--- src/rtl/tpg_params.svh ---
`ifndef TPG_PARAMS_SVH
`define TPG_PARAMS_SVH

// =====================================================================
// widths
`define TPG_SAMPLE_W 14
`define TPG_CODE_W 4
`define TPG_REG_W 8
`define TPG_APB_AW 10
`define TPG_APB_DW 32

// =====================================================================
// register indices; byte address is four times the index
`define TPG_IDX_GAIN_EN_A 8'h03
`define TPG_IDX_GAIN_EN_B 8'h04
`define TPG_IDX_PAT_CTRL 8'h06
`define TPG_IDX_PAT_SEL_A 8'h0A
`define TPG_IDX_PAT_SEL_B 8'h0B
`define TPG_IDX_GAIN_SEL_A 8'h0C
`define TPG_IDX_GAIN_SEL_B 8'h0D
`define TPG_IDX_CUSTOM_HI 8'h0E
`define TPG_IDX_CUSTOM_LO 8'h0F

// =====================================================================
// field positions
`define TPG_GAIN_EN_BIT 1
`define TPG_PAT_EN_BIT 1
`define TPG_SOFT_RST_BIT 0
`define TPG_CODE_A_LSB 0
`define TPG_CODE_B_LSB 4
`define TPG_CUSTOM_LO_LSB 2

// =====================================================================
// reset values
`define TPG_RST_REG 8'h00
`define TPG_RST_CODE 4'h0
`define TPG_RST_WORD 14'h0000
`define TPG_RST_LFSR 23'h7FFFFF

// =====================================================================
// fixed pattern words
`define TPG_ALL_ONES 14'h3FFF
`define TPG_TOGGLE_WORD 14'h2AAA
`define TPG_DESKEW_WORD 14'h3AAA
`define TPG_RAMP_MAX 14'h3FFF
`define TPG_SINE_0 14'h0000
`define TPG_SINE_1 14'h095F
`define TPG_SINE_2 14'h2000
`define TPG_SINE_3 14'h36A0
`define TPG_SINE_4 14'h3FFF

// =====================================================================
// gain factors, unsigned 2.12 fixed point, 0.5 dB per code
`define TPG_GAIN_FRAC 12
`define TPG_GAIN_MAX_CODE 4'hC
`define TPG_GAIN_0 14'h1000
`define TPG_GAIN_1 14'h10F3
`define TPG_GAIN_2 14'h11F4
`define TPG_GAIN_3 14'h1304
`define TPG_GAIN_4 14'h1425
`define TPG_GAIN_5 14'h1556
`define TPG_GAIN_6 14'h169A
`define TPG_GAIN_7 14'h17F1
`define TPG_GAIN_8 14'h195C
`define TPG_GAIN_9 14'h1ADC
`define TPG_GAIN_10 14'h1C74
`define TPG_GAIN_11 14'h1E23
`define TPG_GAIN_12 14'h1FED
`define TPG_SAT_POS 14'h1FFF
`define TPG_SAT_NEG 14'h2000

`endif

--- src/rtl/tpg_pkg.sv ---
package tpg_pkg;

   // =====================================================================
   // pattern selection codes
   typedef enum logic [3:0] {
      PAT_NORMAL = 4'h0,
      PAT_ZEROS = 4'h1,
      PAT_ONES = 4'h2,
      PAT_TOGGLE = 4'h3,
      PAT_RAMP = 4'h4,
      PAT_CUSTOM = 4'h5,
      PAT_DESKEW = 4'h6,
      PAT_PRBS = 4'h8,
      PAT_SINE = 4'h9
   } tpg_pat_code_t;

   typedef logic [13:0] tpg_word_t;

endpackage

--- src/rtl/tpg_gen_if.sv ---
`timescale 1ns/100ps
`default_nettype none

// =====================================================================
// shared pattern words from the generator to the channel muxes
interface tpg_gen_if;
   tpg_pkg::tpg_word_t ramp;
   tpg_pkg::tpg_word_t toggle;
   tpg_pkg::tpg_word_t prbs;
   tpg_pkg::tpg_word_t sine;

   modport gen (output ramp, output toggle, output prbs, output sine);
   modport use_side (input ramp, input toggle, input prbs, input sine);
endinterface

`default_nettype wire

--- src/rtl/tpg_pattern_gen.sv ---
`timescale 1ns/100ps
`default_nettype none
`include "tpg_params.svh"

// =====================================================================
// free-running generators, shared by both channels so they stay aligned
module tpg_pattern_gen (
   input wire logic clk,
   input wire logic rst,
   tpg_gen_if.gen gen
);
   logic [13:0] ramp_q, ramp_d;
   logic toggle_q, toggle_d;
   logic [2:0] sine_idx_q, sine_idx_d;
   logic [22:0] lfsr_q, lfsr_d;

   always_comb begin
      // ramp wraps from full scale back to zero
      ramp_d = (ramp_q == `TPG_RAMP_MAX) ? `TPG_RST_WORD : ramp_q + 14'h0001;
      toggle_d = ~toggle_q;
      sine_idx_d = sine_idx_q + 3'h1;
      // x^23 + x^18 + 1, advanced 14 steps so each sample is fresh
      lfsr_d = lfsr_q;
      for (int i = 0; i < 14; i++) begin
         lfsr_d = {lfsr_d[21:0], lfsr_d[22] ^ lfsr_d[17]};
      end
   end

   always_ff @(posedge clk) begin
      if (rst) begin
         ramp_q <= `TPG_RST_WORD;
         toggle_q <= 1'b0;
         sine_idx_q <= 3'h0;
         lfsr_q <= `TPG_RST_LFSR;
      end else begin
         ramp_q <= ramp_d;
         toggle_q <= toggle_d;
         sine_idx_q <= sine_idx_d;
         lfsr_q <= lfsr_d;
      end
   end

   assign gen.ramp = ramp_q;
   assign gen.toggle = toggle_q ? ~`TPG_TOGGLE_WORD : `TPG_TOGGLE_WORD;
   assign gen.prbs = lfsr_q[13:0];

   always_comb begin
      unique case (sine_idx_q)
         3'h0: gen.sine = `TPG_SINE_0;
         3'h1: gen.sine = `TPG_SINE_1;
         3'h2: gen.sine = `TPG_SINE_2;
         3'h3: gen.sine = `TPG_SINE_3;
         3'h4: gen.sine = `TPG_SINE_4;
         3'h5: gen.sine = `TPG_SINE_3;
         3'h6: gen.sine = `TPG_SINE_2;
         3'h7: gen.sine = `TPG_SINE_1;
      endcase
   end
endmodule

`default_nettype wire

--- src/rtl/tpg_gain.sv ---
`timescale 1ns/100ps
`default_nettype none
`include "tpg_params.svh"

// =====================================================================
// digital gain on a two's complement sample, saturating
module tpg_gain (
   input wire logic [13:0] sample,
   input wire logic [3:0] code,
   input wire logic enable,
   output logic [13:0] result
);
   logic [13:0] factor;
   logic signed [28:0] product;
   logic signed [16:0] scaled;

   always_comb begin
      unique case (code)
         4'h0: factor = `TPG_GAIN_0;
         4'h1: factor = `TPG_GAIN_1;
         4'h2: factor = `TPG_GAIN_2;
         4'h3: factor = `TPG_GAIN_3;
         4'h4: factor = `TPG_GAIN_4;
         4'h5: factor = `TPG_GAIN_5;
         4'h6: factor = `TPG_GAIN_6;
         4'h7: factor = `TPG_GAIN_7;
         4'h8: factor = `TPG_GAIN_8;
         4'h9: factor = `TPG_GAIN_9;
         4'hA: factor = `TPG_GAIN_10;
         4'hB: factor = `TPG_GAIN_11;
         // codes above 6 dB are undefined; hold at the top step
         default: factor = `TPG_GAIN_12;
      endcase
      product = 29'($signed(sample) * $signed({1'b0, factor}));
      scaled = product[28:12];
      if (!enable) begin
         result = sample;
      end else if (scaled > 17'sh01FFF) begin
         result = `TPG_SAT_POS;
      end else if (scaled < -17'sh02000) begin
         result = `TPG_SAT_NEG;
      end else begin
         result = scaled[13:0];
      end
   end
endmodule

`default_nettype wire

--- src/rtl/tpg_top.sv ---
// Contract
// - channel A pattern code in bits 3-0, used only while enable set
// - channel B pattern code in bits 7-4, same codes as A
// - code 0000 passes normal samples unchanged; the code still applies the channel gain to them when that gain is enabled
// - code 0011 alternates 10101... word and its complement
// - code 0100 ramps up by one per sample, 0 to 16383
// - code 0101 outputs the programmed custom word every sample
// - code 0110 outputs constant 3AAAh
// - code 1000 outputs a new pseudo-random value each sample
// - code 1001 repeats the eight-point sine sequence
// - channel A gain code in bits 3-0 sets its digital gain
// - gain code steps 0.5 dB, 0000 is 0 dB, 1100 is 6 dB
// - channel B gain code in bits 7-4, same mapping as A
// - global pattern enable must be set; clear means normal data
// - per-channel gain enable; gain applied only when set
// - shared custom word: [13:6] one register, [5:0] bits 7-2 next
//
// Implementation choice: the APB register port.
`timescale 1ns/100ps
`default_nettype none
`include "tpg_params.svh"

module tpg_top (
   input wire logic CLK_SYS,
   input wire logic RST,
   input wire logic PSEL,
   input wire logic PENABLE,
   input wire logic PWRITE,
   input wire logic [9:0] PADDR,
   input wire logic [31:0] PWDATA,
   input wire logic [3:0] PSTRB,
   output logic [31:0] PRDATA,
   output logic PREADY,
   output logic PSLVERR,
   input wire logic [13:0] SAMPLE_A_IN,
   input wire logic [13:0] SAMPLE_B_IN,
   output logic [13:0] SAMPLE_A_OUT,
   output logic [13:0] SAMPLE_B_OUT
);

   // =====================================================================
   // configuration state
   logic gain_en_a_q, gain_en_a_d;
   logic gain_en_b_q, gain_en_b_d;
   logic pat_en_q, pat_en_d;
   logic [3:0] chan_a_pattern_code_q, chan_a_pattern_code_d;
   logic [3:0] chan_b_pattern_code_q, chan_b_pattern_code_d;
   logic [3:0] chan_a_gain_code_q, chan_a_gain_code_d;
   logic [3:0] chan_b_gain_code_q, chan_b_gain_code_d;
   logic [7:0] custom_hi_q, custom_hi_d;
   logic [5:0] custom_lo_q, custom_lo_d;

   // =====================================================================
   // bus state
   logic pready_q, pready_d;
   logic pslverr_q, pslverr_d;
   logic [31:0] prdata_q, prdata_d;

   // =====================================================================
   // decode
   logic [7:0] reg_idx;
   logic aligned;
   logic hit;
   logic access;
   logic wr_commit;
   logic lane0;
   logic [7:0] wbyte;
   logic [7:0] rbyte;
   logic soft_rst;

   assign reg_idx = PADDR[9:2];
   assign aligned = (PADDR[1:0] == 2'h0);
   assign lane0 = PSTRB[0];
   assign wbyte = PWDATA[7:0];
   assign access = PSEL & PENABLE;
   // a write lands only at the edge where the master sees pready high
   assign wr_commit = access & pready_q & PWRITE & ~pslverr_q & lane0;

   always_comb begin
      hit = 1'b0;
      rbyte = `TPG_RST_REG;
      if (aligned) begin
         unique case (reg_idx)
            `TPG_IDX_GAIN_EN_A: begin
               hit = 1'b1;
               rbyte[`TPG_GAIN_EN_BIT] = gain_en_a_q;
            end
            `TPG_IDX_GAIN_EN_B: begin
               hit = 1'b1;
               rbyte[`TPG_GAIN_EN_BIT] = gain_en_b_q;
            end
            `TPG_IDX_PAT_CTRL: begin
               hit = 1'b1;
               // the reset bit self-clears, so it always reads as zero
               rbyte[`TPG_PAT_EN_BIT] = pat_en_q;
            end
            `TPG_IDX_PAT_SEL_A: begin
               hit = 1'b1;
               rbyte[3:0] = chan_a_pattern_code_q;
            end
            `TPG_IDX_PAT_SEL_B: begin
               hit = 1'b1;
               rbyte[7:4] = chan_b_pattern_code_q;
            end
            `TPG_IDX_GAIN_SEL_A: begin
               hit = 1'b1;
               rbyte[3:0] = chan_a_gain_code_q;
            end
            `TPG_IDX_GAIN_SEL_B: begin
               hit = 1'b1;
               rbyte[7:4] = chan_b_gain_code_q;
            end
            `TPG_IDX_CUSTOM_HI: begin
               hit = 1'b1;
               rbyte = custom_hi_q;
            end
            `TPG_IDX_CUSTOM_LO: begin
               hit = 1'b1;
               rbyte[7:2] = custom_lo_q;
            end
            default: begin
               hit = 1'b0;
            end
         endcase
      end
   end

   // =====================================================================
   // apb slave: one wait state, answer registered
   always_comb begin
      pready_d = 1'b0;
      pslverr_d = 1'b0;
      prdata_d = prdata_q;
      if (access & ~pready_q) begin
         pready_d = 1'b1;
         pslverr_d = ~hit;
         prdata_d = {24'h000000, rbyte};
      end
   end

   always_ff @(posedge CLK_SYS) begin
      if (RST) begin
         pready_q <= 1'b0;
         pslverr_q <= 1'b0;
         prdata_q <= 32'h00000000;
      end else begin
         pready_q <= pready_d;
         pslverr_q <= pslverr_d;
         prdata_q <= prdata_d;
      end
   end

   assign PREADY = pready_q;
   assign PSLVERR = pslverr_q;
   assign PRDATA = prdata_q;

   // =====================================================================
   // register file
   assign soft_rst = wr_commit & (reg_idx == `TPG_IDX_PAT_CTRL) &
                     wbyte[`TPG_SOFT_RST_BIT];

   always_comb begin
      gain_en_a_d = gain_en_a_q;
      gain_en_b_d = gain_en_b_q;
      pat_en_d = pat_en_q;
      chan_a_pattern_code_d = chan_a_pattern_code_q;
      chan_b_pattern_code_d = chan_b_pattern_code_q;
      chan_a_gain_code_d = chan_a_gain_code_q;
      chan_b_gain_code_d = chan_b_gain_code_q;
      custom_hi_d = custom_hi_q;
      custom_lo_d = custom_lo_q;
      if (soft_rst) begin
         // software reset returns every field to its default
         gain_en_a_d = 1'b0;
         gain_en_b_d = 1'b0;
         pat_en_d = 1'b0;
         chan_a_pattern_code_d = `TPG_RST_CODE;
         chan_b_pattern_code_d = `TPG_RST_CODE;
         chan_a_gain_code_d = `TPG_RST_CODE;
         chan_b_gain_code_d = `TPG_RST_CODE;
         custom_hi_d = `TPG_RST_REG;
         custom_lo_d = 6'h00;
      end else if (wr_commit) begin
         unique case (reg_idx)
            `TPG_IDX_GAIN_EN_A: begin
               gain_en_a_d = wbyte[`TPG_GAIN_EN_BIT];
            end
            `TPG_IDX_GAIN_EN_B: begin
               gain_en_b_d = wbyte[`TPG_GAIN_EN_BIT];
            end
            `TPG_IDX_PAT_CTRL: begin
               pat_en_d = wbyte[`TPG_PAT_EN_BIT];
            end
            `TPG_IDX_PAT_SEL_A: begin
               chan_a_pattern_code_d = wbyte[3:0];
            end
            `TPG_IDX_PAT_SEL_B: begin
               chan_b_pattern_code_d = wbyte[7:4];
            end
            `TPG_IDX_GAIN_SEL_A: begin
               chan_a_gain_code_d = wbyte[3:0];
            end
            `TPG_IDX_GAIN_SEL_B: begin
               chan_b_gain_code_d = wbyte[7:4];
            end
            `TPG_IDX_CUSTOM_HI: begin
               custom_hi_d = wbyte;
            end
            `TPG_IDX_CUSTOM_LO: begin
               custom_lo_d = wbyte[7:2];
            end
            default: begin
               custom_lo_d = custom_lo_q;
            end
         endcase
      end
   end

   always_ff @(posedge CLK_SYS) begin
      if (RST) begin
         gain_en_a_q <= 1'b0;
         gain_en_b_q <= 1'b0;
         pat_en_q <= 1'b0;
         chan_a_pattern_code_q <= `TPG_RST_CODE;
         chan_b_pattern_code_q <= `TPG_RST_CODE;
         chan_a_gain_code_q <= `TPG_RST_CODE;
         chan_b_gain_code_q <= `TPG_RST_CODE;
         custom_hi_q <= `TPG_RST_REG;
         custom_lo_q <= 6'h00;
      end else begin
         gain_en_a_q <= gain_en_a_d;
         gain_en_b_q <= gain_en_b_d;
         pat_en_q <= pat_en_d;
         chan_a_pattern_code_q <= chan_a_pattern_code_d;
         chan_b_pattern_code_q <= chan_b_pattern_code_d;
         chan_a_gain_code_q <= chan_a_gain_code_d;
         chan_b_gain_code_q <= chan_b_gain_code_d;
         custom_hi_q <= custom_hi_d;
         custom_lo_q <= custom_lo_d;
      end
   end

   // =====================================================================
   // shared generators
   tpg_gen_if gen_bus ();

   tpg_pattern_gen u_gen (
      .clk(CLK_SYS),
      .rst(RST),
      .gen(gen_bus.gen)
   );

   // =====================================================================
   // per-channel gain and pattern selection
   logic [13:0] sample_in [2];
   logic [3:0] pat_code [2];
   logic [3:0] gain_code [2];
   logic gain_en [2];
   logic [13:0] out_q [2];
   logic [13:0] out_d [2];
   tpg_pkg::tpg_word_t custom_word;

   assign custom_word = {custom_hi_q, custom_lo_q};
   assign sample_in[0] = SAMPLE_A_IN;
   assign sample_in[1] = SAMPLE_B_IN;
   assign pat_code[0] = chan_a_pattern_code_q;
   assign pat_code[1] = chan_b_pattern_code_q;
   assign gain_code[0] = chan_a_gain_code_q;
   assign gain_code[1] = chan_b_gain_code_q;
   assign gain_en[0] = gain_en_a_q;
   assign gain_en[1] = gain_en_b_q;

   for (genvar ch = 0; ch < 2; ch++) begin : g_chan
      logic [13:0] gained;

      // gain acts on converted data only, never on test patterns
      tpg_gain u_gain (
         .sample(sample_in[ch]),
         .code(gain_code[ch]),
         .enable(gain_en[ch]),
         .result(gained)
      );

      always_comb begin
         out_d[ch] = gained;
         if (pat_en_q) begin
            unique case (pat_code[ch])
               tpg_pkg::PAT_NORMAL: out_d[ch] = gained;
               tpg_pkg::PAT_ZEROS: out_d[ch] = `TPG_RST_WORD;
               tpg_pkg::PAT_ONES: out_d[ch] = `TPG_ALL_ONES;
               tpg_pkg::PAT_TOGGLE: out_d[ch] = gen_bus.toggle;
               tpg_pkg::PAT_RAMP: out_d[ch] = gen_bus.ramp;
               tpg_pkg::PAT_CUSTOM: out_d[ch] = custom_word;
               tpg_pkg::PAT_DESKEW: out_d[ch] = `TPG_DESKEW_WORD;
               tpg_pkg::PAT_PRBS: out_d[ch] = gen_bus.prbs;
               tpg_pkg::PAT_SINE: out_d[ch] = gen_bus.sine;
               // unlisted codes fall back to normal data
               default: out_d[ch] = gained;
            endcase
         end
      end

      always_ff @(posedge CLK_SYS) begin
         if (RST) begin
            out_q[ch] <= `TPG_RST_WORD;
         end else begin
            out_q[ch] <= out_d[ch];
         end
      end
   end

   assign SAMPLE_A_OUT = out_q[0];
   assign SAMPLE_B_OUT = out_q[1];

endmodule

`default_nettype wire

--- config.mk ---
export PLATFORM = sky130hd
export DESIGN_NAME = tpg_top
export DESIGN_NICKNAME = d
export VERILOG_FILES = /design/src/rtl/tpg_pkg.sv /design/src/rtl/tpg_gen_if.sv /design/src/rtl/tpg_pattern_gen.sv /design/src/rtl/tpg_gain.sv /design/src/rtl/tpg_top.sv
export VERILOG_INCLUDE_DIRS = /design/src /design/src/rtl
export SDC_FILE = /design/constraint.sdc
export NUM_CORES = 1
export LEC_CHECK = 0
export BUFFER_PORTS_ARGS = -buffer_cell sky130_fd_sc_hd__buf_2
export CAP_MARGIN = 10
export CORE_AREA = 2 2 226 228
export CTS_BUF_LIST = sky130_fd_sc_hd__clkbuf_4 sky130_fd_sc_hd__clkbuf_8
export DETAILED_ROUTE_END_ITERATION = 10
export DIE_AREA = 0 0 228 230
export PLACE_DENSITY = 0.62
export SLEW_MARGIN = 30
export SYNTH_ARGS = -nofsm -noshare
export SYNTH_HDL_FRONTEND = slang
export SYNTH_SLANG_ARGS = --single-unit
--- constraint.sdc ---
create_clock -name CLK_SYS -period 18.3 [get_ports CLK_SYS]
set_input_delay 3.66 -clock CLK_SYS [delete_from_list [all_inputs] [get_ports CLK_SYS]]
set_output_delay 3.66 -clock CLK_SYS [all_outputs]
set_load 0.005 [all_outputs]
==> impl_results.md <==
* Post-synth EDFFs at 0
* Post-synth ARST share at 0%
* Setup ws final at 8.35 ns
* Syn Std Cell Area at 19,700 um^2
* Hold path endpoint: u_gen.sine_idx_q[0]
* Reg-to-Reg End: out_q[0][11]
* Synth cell types at 87
* GRT Util Overall at 19.4%
* RSZ-0062 raised after global routing: no
* Clk sinks at 139
* Placed cell areas at 20,600 um^2
* R2R Setup Slk at 11.14 ns
* Global-route wire length before repair at 81,900 um
* Core ar. at 49,900 um^2
* Status: complete, no violations
* Max Root-Sink Buffers at 2
* Critical path peak fanout at 15
* WS Path Type: in2reg
* Max-slew headroom at 41.1%
* Max_cap viols at 0
* Wirelength per Cell at 16.7 um
* Post_cts resized at 0
* Initial antenna violation count at 7
* Psw at 272 uW
* Clk slew on worst S/H paths at 0.09 ns
* Hold Crit Depth at 1
* Fin nets at 2,860
* I/O Buffers at 89
* Setup-failing EPs final at 0
* Peak VDD IR at 0.0000486 V
* Layout Cells excl Fill at 2,979
* GPL Wtd Cong at 0.919
* Min-delay src: u_gen.sine_idx_q[0]
* Internal power at 537 uW
* Critical path capture point type: flip-flop
* Min-Delay Path Class: reg2reg
* Largest area contributor in the netlist: fa_1
* Switching Share at 33.6%
* Die Ht at 230 um
* Vias per cell at 5.23
* Dpl cells at 2,945
* Slew at the pin closest to its max-slew limit at 0.875 ns
* DIE AREA at 52,400 um^2
* FP Rows at 82
* Clock share of power at 33.3%
* P&R area growth vs syn at 6.56%
* Max Transition Viols Final at 0
* WL final at 49,900 um
* Synth top area cells: fa_1 26%, ha_1 15%, dfxtp_1 14%
* Iteration-0 DRC Markers at 871
* Register bit total from synthesis at 139
* Hold Buf Count CTS at 0
* TritonCTS clock tree: yes
* DRT Pass-1 Iters at 5
* Placement Setup Slack at 7.62 ns
* Startpoint Class: primary input
* Data arrival time of the worst path at 10.29 ns
* Ratio of cells with drive above 1 in the final layout at 7.72%
* Synth warn at 0
* Total grt overflow at 0
* Leakage at 0.0104 uW
* Combinational share of power at 25.8%
* CTS Buf Count at 17
* Seq/Total Area, Yosys at 14.1%
* H-tree depth at 4
* PwrDens at 38.5 nW/um^2
* Largest net degree at the start of global routing at 46
* Post-layout min period at 9.95 ns
* Post-Synthesis Cells at 2,281
* Final hold vios at 0
* Via count at 15,600
* Antenna-violating nets left at 0
* Worst reg2reg path startpoint: g_chan[0].u_gain.factor[8]
* Synth Area per Inst at 8.65 um^2
* Starting Density at 39.6%
* Worst EP required at 18.64 ns
* Die Wd at 228 um
* Setup TNS at 0 ns
* Fill cells at 5,017
* Synth top area share at 26.4%
* Clk root buf: clkbuf_8
* Most common cell after layout, fill and taps aside: inv_1
* Clk Latency, worst-skew pair at 0.47 ns
* Final period util at 54.4%
* Detail Placement HPWL at 39,900 um
* Top_reg_cell synth: dfxtp_1
* Commonest non-fill, non-tap cells in the layout: 387 x inv_1, 260 x fa_1, 245 x nand2_1, 229 x ha_1, 179 x and2_1
* Pwr Total at 809 uW
* Post-CTS Setup Repair Bufs at 0
* R2R depth at 19
* IO Count at 141
* Vias in the first global route at 15,900
* Setup Skew at 0.0128 ns
* Achievable Freq at 100 MHz
* Fin area at 21,000 um^2
* Part of the power in registers at 40.9%
* DRC at 0
==> power by group through the flow <==
stage | Combinational, uW | Sequential (uW) | Clock [uW]
2_1_floorplan | 151 | 333 | 0
3_3_place_gp | 203 | 337 | 0
3_5_place_dp | 207 | 338 | 0
4_1_cts | 209 | 331 | 279
5_1_grt | 236 | 332 | 292
6_report | 209 | 331 | 269
==> kinds of logic (layout without fill, tap and decap cells) <==
| logic type | Yosys count | after routing | synth area share (%) |
|---|---|---|---|
| AOI/OAI and AO/OA | 302 | 302 | 10.9 |
| adders and majority gates | 489 | 489 | 40.9 |
| xor gates and xnor gates | 46 | 46 | 2.04 |
| muxes | 50 | 50 | 2.78 |
| other | 1 | 26 | 0.0190 |
| buffers and inverters | 513 | 514 | 10.3 |
| DFF | 139 | 139 | 14.1 |
| and+or+nand+nor | 741 | 741 | 18.9 |
==> cell type report <==
cell class                      count  area (um^2)  area share, %
Tap cell                          672          841           4.00
Sequential cell                   139         2780           13.2
Clock inverter                     15          188          0.893
Timing Repair Buffer               93          475           2.26
Inverter                          389         1460           6.94
Clock buffer                       17          234           1.11
Multi-Input combinational cell   1652        15000           71.5
Antenna cell                        2         5.00         0.0238
==> routing by layer <==
layer	global-route usage, %	share of wire (%)	up-vias	routed length [um]
met4	5.82	2.6	10	1320
met2	32.2	47	398	23300
met5	0	0.12	-	62
met3	3.47	5.3	88	2630
li1	-	-	7328	-
met1	25.9	45	7762	22600
==> worst max-delay path: stages <==
cell and delay [ns]:
buf_2 0.34, nand2_1 0.14, fa_1 0.55, fa_1 0.51
inv_1 0.05, fa_1 0.58, fa_1 0.44, fa_1 0.50
inv_1 0.06, fa_1 0.48, inv_1 0.05, ha_1 0.32
a21oi_1 0.28, o21ai_0 0.15, a2111oi_0 0.48, a21o_1 0.37
o21ai_1 0.15, a211oi_2 0.34, a31oi_2 0.34, o31ai_1 0.49
==> flip-flops by register name, summed over array words and instances (netlist names), 6 cells and up <==
register / cells
custom_hi_q: 8
g_chan.u_gain.factor: 24
out_q: 28
u_gen.gen.ramp: 14
PRDATA: 8
u_gen.lfsr_q: 23
custom_lo_q: 6
==> cells in the mapped netlist, drive strengths merged, types with 5 or more instances <==
cell / instances
xnor2: 33
nand2b: 28
o21ai: 42
clkbuf: 83
inv: 389
mux2i: 43
o2bb2ai: 10
a22o: 6
mux2: 7
ha: 229
o31ai: 9
or3: 8
nor3b: 5
o221ai: 14
a21oi: 57
nor3: 31
nor4: 6
nand3: 39
a22oi: 31
fa: 260
nor2b: 25
o22ai: 20
a211oi: 11
xor2: 13
dfxtp: 139
nand4: 13
o21a: 9
buf: 41
nand2: 248
a21o: 20
or2: 11
a311oi: 7
nor2: 124
and2: 179
a31oi: 11
o211ai: 12
and3: 11
==> worst max-delay path by stage <==
stage	from	end	slack [ns]	cells after the start
final	SAMPLE_A_IN[5]	out_q[0][11]	8.35	20
after global routing	SAMPLE_A_IN[5]	out_q[0][11]	7.99	20
after CTS	SAMPLE_A_IN[5]	out_q[0][12]	8.17	20
after detailed placement	SAMPLE_A_IN[5]	out_q[0][12]	7.62	20
after global placement	SAMPLE_A_IN[5]	out_q[0][12]	7.73	19
after floorplan	SAMPLE_B_IN[2]	out_q[1][7]	9.02	23
==> per-stage QoR <==
stage,utilization [%],hold WS (ns)
after floorplan,-,0.402
after global placement,41.2,0.418
after detailed placement,41.3,0.428
after CTS,42.1,0.448
after global routing,42.2,0.465
final,42.2,0.441
Power figures use the tool's default switching activity.
